[config.mk]
export PLATFORM = sky130hd
export DESIGN_NAME = psb_dev
export DESIGN_NICKNAME = d
export VERILOG_FILES = /design/src/include/psb_pkg.sv /design/src/verilog/psb_mem.sv /design/src/verilog/psb_dev.sv
export VERILOG_INCLUDE_DIRS = /design/src /design/src/include
export SDC_FILE = /design/constraint.sdc
export NUM_CORES = 2
export LEC_CHECK = 0
export BUFFER_PORTS_ARGS = -buffer_cell sky130_fd_sc_hd__buf_2
export CAP_MARGIN = 40
export CELL_PAD_IN_SITES_DETAIL_PLACEMENT = 1
export CELL_PAD_IN_SITES_GLOBAL_PLACEMENT = 2
export CORE_UTILIZATION = 35
export DETAILED_ROUTE_END_ITERATION = 10
export MAX_ROUTING_LAYER = met4
export PLACE_DENSITY_LB_ADDON = 0.2
export SLEW_MARGIN = 20
export SYNTH_ARGS = -nofsm -noshare
export SYNTH_HDL_FRONTEND = slang
export SYNTH_SLANG_ARGS = --single-unit
[constraint.sdc]
create_clock -name mclk -period 5.5 [get_ports mclk]
set_input_delay 0.275 -clock mclk [delete_from_list [all_inputs] [get_ports mclk]]
set_output_delay 0.275 -clock mclk [all_outputs]
set_load 0.1 [all_outputs]
[src/include/psb_params.svh]
`ifndef PSB_PARAMS_SVH
`define PSB_PARAMS_SVH
// ----------------------------------------
// bus geometry
// ----------------------------------------
`define PSB_DATA_W 8
`define PSB_CA_BYTES 6
// ----------------------------------------
// latency and memory
// ----------------------------------------
`define PSB_LATENCY_CLKS 4
`define PSB_MEM_AW 8
// reset value of the latency indicator, extra latency requested
`define PSB_EXTRA_LAT_RST 1'b1
// ----------------------------------------
// select low limit, industrial grade
// ----------------------------------------
`define PSB_SEL_LIMIT_NS 4000
`define PSB_CLK_NS 8
`define PSB_SEL_LIMIT_CYC (`PSB_SEL_LIMIT_NS / `PSB_CLK_NS)
`endif

[src/include/psb_pkg.sv]
package psb_pkg;
  // transaction phase
  typedef enum logic [2:0] {
    PSB_IDLE,
    PSB_CMD,
    PSB_LAT,
    PSB_RDATA,
    PSB_WDATA
  } psb_phase_t;

  // pin bundle toward the bus
  typedef struct packed {
    logic [7:0] dq_o;
    logic dq_oe;
    logic strobe_o;
    logic strobe_oe;
  } psb_pins_t;
endpackage

[src/verilog/psb_mem.sv]
`timescale 1ns/100ps
`include "psb_params.svh"
// ----------------------------------------
// byte memory with registered read data
// ----------------------------------------
module psb_mem #(
  parameter int AW = `PSB_MEM_AW
) (
  input wire logic mclk,
  input wire logic we,
  input wire logic [AW-1:0] addr,
  input wire logic [7:0] wdata,
  output logic [7:0] rdata
);
  // refuse address widths the array cannot hold
  if (AW < 1 || AW > 16) begin : g_bad_aw
    $error("psb_mem: unsupported address width");
  end

  logic [7:0] mem [0:(1<<AW)-1]; // storage array

  // write port and registered read
  always_ff @(posedge mclk) begin
    if (we) begin
      mem[addr] <= wdata;
    end
    rdata <= mem[addr];
  end
endmodule

[src/verilog/psb_dev.sv]
`timescale 1ns/100ps
`include "psb_params.svh"
// Operation
// - select falling starts, rising ends transaction
// - capture and launch on bus clock edges
// - command and data share 8-bit bus
// - strobe shows extra latency at start
// - write strobe is host byte mask
// - read strobe timed by shifted clock
// - shifted clock single-ended only
// - reset idles and floats strobe and data
module psb_dev
  import psb_pkg::*;
#(
  parameter int AW = `PSB_MEM_AW,
  parameter int LAT = `PSB_LATENCY_CLKS,
  parameter int SEL_LIMIT = `PSB_SEL_LIMIT_CYC
) (
  input wire logic mclk,
  input wire logic rst_n,
  input wire logic select_n,
  input wire logic bus_clock,
  input wire logic shifted_clock,
  input wire logic centered_read_strobe_option,
  input wire logic [7:0] dq_i,
  output logic [7:0] dq_o,
  output logic dq_oe,
  input wire logic read_write_strobe_i,
  output logic read_write_strobe_o,
  output logic read_write_strobe_oe,
  output logic select_overrun
);
  // latency counter is 5 bits and the select counter 13 bits wide
  if (AW < 1 || AW > 16 || LAT < 1 || LAT > 8 || SEL_LIMIT < 1 || SEL_LIMIT > 8191) begin : g_bad_param
    $error("psb_dev: unsupported parameters");
  end

  // ----------------------------------------
  // state
  // ----------------------------------------
  typedef struct packed {
    logic [1:0] cs_s;       // select synchroniser
    logic [1:0] ck_s;       // bus clock synchroniser
    logic [1:0] ps_s;       // shifted clock synchroniser
    logic [1:0] rw_s;       // strobe input synchroniser
    logic [15:0] dq_s;      // data input synchroniser
    logic ck_l;             // last synced bus clock
    logic ps_l;             // last synced shifted clock
    psb_phase_t ph;         // transaction phase
    logic [2:0] ca_n;       // command bytes taken
    logic rd;               // read transaction
    logic [AW-1:0] addr;    // byte address
    logic [4:0] lat_n;      // latency edges left
    logic extra;            // extra latency indicator
    logic [12:0] low_n;     // select low duration
    logic over;             // select held too long
    psb_pins_t pins;        // registered pin drives
  } psb_st_t;

  psb_st_t q, d;
  logic [7:0] mem_rd;
  logic mem_we;
  logic [AW-1:0] mem_addr;
  logic ck_edge, ps_edge, cs_lo, sel_start, sel_end;

  psb_mem #(.AW(AW)) u_mem (
    .mclk(mclk),
    .we(mem_we),
    .addr(mem_addr),
    .wdata(q.dq_s[15:8]),
    .rdata(mem_rd)
  );

  // ----------------------------------------
  // edge detection on synchronised pins
  // ----------------------------------------
  always_comb begin
    ck_edge = q.ck_s[1] ^ q.ck_l;
    ps_edge = q.ps_s[1] ^ q.ps_l;
    cs_lo = ~q.cs_s[1];
    sel_start = cs_lo && q.ph == PSB_IDLE;
    sel_end = ~cs_lo && q.ph != PSB_IDLE;
    // write when the strobe mask is low on a data edge
    mem_we = q.ph == PSB_WDATA && ck_edge && cs_lo && ~q.rw_s[1];
    mem_addr = q.addr;
  end

  // ----------------------------------------
  // next state
  // ----------------------------------------
  always_comb begin
    d = q;
    d.cs_s = {q.cs_s[0], select_n};
    d.ck_s = {q.ck_s[0], bus_clock};
    d.ps_s = {q.ps_s[0], shifted_clock};
    d.rw_s = {q.rw_s[0], read_write_strobe_i};
    d.dq_s = {q.dq_s[7:0], dq_i};
    d.ck_l = q.ck_s[1];
    d.ps_l = q.ps_s[1];
    case (q.ph)
      PSB_IDLE: begin
        if (sel_start) begin
          d.ph = PSB_CMD;
          d.ca_n = 3'h0;
          d.over = 1'b0;
          // drive latency indicator at start
          d.pins.strobe_oe = 1'b1;
          d.pins.strobe_o = q.extra;
        end
      end
      PSB_CMD: begin
        if (ck_edge) begin
          // command bytes arrive on the data bus
          case (q.ca_n)
            3'h0: d.rd = q.dq_s[15];
            3'h4: d.addr = AW'({q.addr, q.dq_s[15:8]});
            3'h5: d.addr = AW'({q.addr, q.dq_s[15:8]});
            default: d.addr = q.addr;
          endcase
          d.ca_n = q.ca_n + 3'h1;
          if (q.ca_n == 3'(`PSB_CA_BYTES - 1)) begin
            d.ph = PSB_LAT;
            d.lat_n = 5'((q.extra ? 4 : 2) * LAT - 1);
          end
        end
      end
      PSB_LAT: begin
        if (ck_edge) begin
          d.lat_n = q.lat_n - 5'h01;
          if (q.lat_n == 5'h00) begin
            d.extra = ~q.extra;
            d.ph = q.rd ? PSB_RDATA : PSB_WDATA;
            d.pins.strobe_oe = q.rd;
            d.pins.dq_oe = q.rd;
            d.pins.strobe_o = 1'b0;
          end
        end
      end
      PSB_RDATA: begin
        // one byte per bus clock edge
        if (ck_edge) begin
          d.pins.dq_o = mem_rd;
          d.addr = q.addr + AW'(1);
          if (!centered_read_strobe_option) begin
            d.pins.strobe_o = ~q.pins.strobe_o;
          end
        end
        if (centered_read_strobe_option && ps_edge) begin
          d.pins.strobe_o = q.ps_s[1];
        end
      end
      PSB_WDATA: begin
        // shifted clock plays no part here
        if (ck_edge) begin
          d.addr = q.addr + AW'(1);
        end
      end
      default: d.ph = PSB_IDLE;
    endcase
    // select low watchdog, flags host overrun; placed after the phase case so a set beats the start clear
    if (cs_lo) begin
      if (q.low_n != 13'(SEL_LIMIT)) begin
        d.low_n = q.low_n + 13'h0001;
      end else begin
        d.over = 1'b1;
      end
    end else begin
      d.low_n = 13'h0000;
    end
    // select rising ends and releases bus
    if (sel_end) begin
      d.ph = PSB_IDLE;
      d.pins.dq_oe = 1'b0;
      d.pins.strobe_oe = 1'b0;
    end
  end

  // ----------------------------------------
  // state register
  // ----------------------------------------
  always_ff @(posedge mclk) begin
    if (!rst_n) begin
      q <= '0;
      q.cs_s <= 2'b11;
      q.ph <= PSB_IDLE;
      q.extra <= `PSB_EXTRA_LAT_RST;
    end else begin
      q <= d;
    end
  end

  always_comb begin
    dq_o = q.pins.dq_o;
    dq_oe = q.pins.dq_oe;
    read_write_strobe_o = q.pins.strobe_o;
    read_write_strobe_oe = q.pins.strobe_oe;
    select_overrun = q.over;
  end
endmodule

Word level (Yosys, flattened, before mapping). Memories as Yosys holds them, arrays and structs flattened. A register that Yosys moved wholly into a read port is not among the register bits. Index checks and enable logic that the tools add are counted.

Bits in registers: 72. Input bits: 15. Bits in writable memories: 2048. Output and inout bits: 12. Memories kept: 1.

Add/subtract/negate cells: 5. Bitwise gates (word level): 8. Eq/ne operators: 16. Muxes and demuxes: 31. Reduce and logical (&&, ||, !) cells: 28.

Memory list: u_mem.mem (depth 256, bits a word 8, rd ports 1, clocked after Yosys merged registers in 1, write ports 1, RTL line psb_mem.sv:20) `logic [7:0] mem [0:(1<<AW)-1];`.

Operators with widths (number): $mux W20 (1); $mux W8 (2); $pmux W8 S2 (1); $mux W3 (5); $add A13 B1 Y13 const B (1); $ne A13 B9 Y1 const B (1); $mux W6 (2); $ne A2 B2 Y1 const B (6); $pmux W3 S4 (1); $reduce_and A4 Y1 (3); $reduce_and A6 Y1 (2); $mux W1 (11); $pmux W5 S2 (1); $sub A5 B1 Y5 const B (2); $eq A3 B3 Y1 const B (3); $reduce_and A3 Y1 (3); $add A8 B1 Y8 const B (1); $reduce_bool A2 Y1 (4); $reduce_or A2 Y1 (4); $eq A3 B2 Y1 const B (2); $logic_and A1 B1 Y1 (6); $logic_not A3 Y1 (2); $mux W2 (3); $ne A3 B3 Y1 const B (2); 12 further kinds (19).

Longest topological paths before layout.
Word-level depth: 6. Gate-level depth with buffers: 9. Mapped depth without buffers: 7.

By module. From an unflattened synthesis, not the netlist that was laid out.

Cells, all modules: 3902. Area, all modules: 81722.1 um2.

By module, submodules not included: psb_mem (cells each 3547, area each 78492.8 um2, times used 1); psb_dev (cells each 355, area each 3229.3 um2, times used 1).

Worst setup path before layout. Ideal clock, no wire load.

Kind: register -> register. Start: reg q[56] (netlist name). End: mem u_mem.mem[0][0] (data pin). Library setup time: 859 ps. Cell stages (with the launch flop): 1. Data arrival time: 3413 ps. Setup slack: 1228 ps. Clock period less this slack: 4272 ps. Cell sequence: dfxtp_1.

RTL lines: start: declaration (RTL line psb_dev.sv:60) `psb_st_t q, d;`; end: declaration (RTL line psb_mem.sv:20).

No word-level cell before the write port.

==> results.md <==
* Detailed Place HPWL at 134000 microns
* Clk buf depth at 3
* Initial antenna violation count at 10
* Setup TNS at 0 ns
* Dominant cells by area after synthesis: edfxtp_1 75%, mux4_2 14%, a22oi_1 2.4%
* Vias per cell at 5.38
* Drt drc at 0
* Clock sinks at 2128
* Level count of the clock H-tree at 4
* Horiz. Die Dim at 485 microns
* Worst EP arrival at 4.62 ns
* Worst hold stages at 3
* Post-synth EDFFs at 2048
* Initial Util at 35.3%
* Hold WC Path Type: input pin to register
* CP Class: register to register
* Post-synthesis simple-gate area fraction at between 2 and 2.5%
* Status: finished clean
* XOR/XNOR share of the synthesized area at 0.140%
* GRT overflow at 0
* Final worst-path cycle share at between 70% and 80%
* Worst r2r path cells at 9
* WL per Instance at 29.9 microns
* Mux cell area share after synthesis at 14.3%
* I/O Buffers at 26
* Netlist cell types at 50
* Fin. Hold Viols at 0
* Synth warn at 0
* # hold bufs at CTS at 26
* Finished Layout Cells at 7416
* Syn_nets at between 3000 and 4000
* Setup crit start kind: register
* Worst-Margin Slew at 1.23 ns
* Number of global-route vias before repair at 42000
* First-pass GRT wire length at about 320000 microns
* NumNets Final at 4226
* Adder-cell share of the synthesized area at 0.154%
* Number of DRC markers in iteration 0 at approximately 3600
* Clock slew seen by the registers of the worst setup and hold paths at 0.06 ns
* Placed insts at 6904
* Largest area contributor in the synthesized netlist: edfxtp_1
* Largest net degree at the start of global routing at 211
* Seq cells post-synth at about 2100
* Syn_area_per_cell at 21.0 sq um
* CTS-repair resized insts at 0
* Die Ht at between 400 and 500 microns
* Synth Cell Area at 0.0815 sq mm
* Top-area cell type share of the netlist area at 75.5%
* Drt total wl at 222000 microns
* RSZ-0062 raised after global routing: no
* RD Place Congestion at 0.775
* GRT Total Usage at 19.4%
* Asr flop ratio synth at 0%
* Setup violators final at 0
* Area of the die at 0.235 sq mm
* # rows at 176
* Syn Inst Count at around 4000
* Worst slew margin at about 18%
* Worst Setup End Kind: register
* Top post-synthesis cells by count: 2048 x edfxtp_1, 512 x mux4_2, 309 x nor2_1
* Fmax at 255 MHz
* Register area share after synthesis at 77.4%
* Total CTS buffers at 219
* Antenna-violating nets left at 0
* Clk_skew at 0.0391 ns
* Tmin final at 3.92 ns
* Top-count cell post-synth: edfxtp_1
* Main combinational cell family by area after synthesis: multiplexers
* CP required at 6.20 ns
* CTS tree: built
* Worst Path Max Fanout at 26
* Via count at roughly 40000
* # Post-CTS Setup Buffers at 0
* WHS at 0.402 ns
* Compound-gate portion of the synthesized area at roughly 4.0%
* DR pass1 iterations at 5
* Max Cap Viol at 0
* P per Cell Area at 348 mW/mm^2
* Leakage Power at between 0.03 and 0.04 uW
* Worst VDD drop at 0.266 mV
* Core area at roughly 0.23 sq mm
* IO Pins at 27
* Fin. max-slew vios at 0
* Layout cells sized above 1 at 27.6%
* Area growth syn-to-layout at 16.3%
* Clk root buf: clkbuf_16
* Ys flop type: edfxtp_1
* Clk_lat worst skew at around 0.85 ns
state kept, by name (all words and copies together), names as in the netlist:
signal                cells
mem_addr                  8
u_mem.mem              2048
dq_o                      8
d                        14
read_write_strobe_o       1
dq_oe                     1
q                        38
u_mem.rdata               8
select_overrun            1
read_write_strobe_oe      1
power by group:
| group | total [uW] | switching (uW) | internal [uW] | leakage [uW] |
|---|---|---|---|---|
| logic | 251 | 200 | 51.0 | 0.00611 |
| registers | 17700 | 38.0 | 17700 | 0.0211 |
| clock network | 15000 | 6360 | 8620 | 0.00351 |
worst max-delay path, cell delays in order (launching register included):
cell     delay, ns
dfxtp_4       0.76
buf_16        0.32
buf_12        0.27
buf_12        0.28
mux4_2        0.56
a22oi_1       0.32
a21oi_1       0.20
o41ai_1       0.65
buf_4         0.25
nand4_1       0.09
stage by stage:
| stage | setup slack (ns) | area (sq um) | power, uW | util [%] |
|---|---|---|---|---|
| finish | 1.58 | 94800 | 33000 | 41.1 |
| global route | 1.35 | 94800 | 33900 | 41.1 |
| CTS | 1.46 | 94200 | 33300 | 40.8 |
| detailed placement | 1.48 | 86700 | 18300 | 37.6 |
| global placement | 0.652 | 85600 | 18300 | 37.1 |
| floorplan | 1.23 | 81500 | 18200 | - |
path summary, 6_finish.rpt:
check	from	to	slack [ns]
min reg2reg	d[71]	q[71]	0.41
max reg2reg	mem_addr[0]	u_mem.rdata[0]	1.58
max	mem_addr[0]	u_mem.rdata[0]	1.58
min	rst_n	q[25]	0.40
logic make-up after synthesis:
group	Yosys count
flip-flops	2128
adder cells (fa/ha/maj)	10
AO/OA/AOI/OAI	486
AND/OR/NAND/NOR	462
multiplexers	524
XOR/XNOR	13
buffers and inverters	261
cell type report:
type,count,area (sq um)
clock buffer,262,5760
fill,21600,136000
sequential,2128,63100
inverter,13,48.8
tap,3026,3790
multi-input combinational,1495,17300
timing repair buffer,344,3260
clock inverter,146,1470
antenna,2,5.00
layer usage:
layer / global-route usage [%] / up-vias / wire, microns
li1: - / 16900 / -
met1: 26.4 / 21700 / 97400
met2: 31.1 / 1021 / 109000
met3: 2.82 / 265 / 11100
met4: 4.01 / 0 / 3890
met5: - / - / 0
layout by cell type (no fill, tap or decap), types with 5 or more instances in the layout:
cell              n
buf_4           235
buf_8             6
ha_1             10
buf_6             5
o41ai_1          28
nor3b_1           5
clkinvlp_4       14
clkbuf_16       222
inv_1            13
nand3_1          19
edfxtp_1       2048
clkbuf_1         35
nand4_1          15
clkinv_2         44
mux4_2          512
buf_12           30
dfxtp_4          10
xor2_1            6
dlygate4sd3_1    26
xnor2_1           7
clkinv_1         47
mux2i_1          12
nor2_2           11
nand2_1          32
o21ai_0          15
clkbuf_8          5
a22oi_1         256
a21oi_1         161
dfxtp_1          70
bufinv_16        25
and2_1           27
buf_16           12
nor2b_1           8
buf_2            28
inv_6             5
nor2_1          297
nand3_2          16
Note: power is estimated with default switching activity, not from simulation.
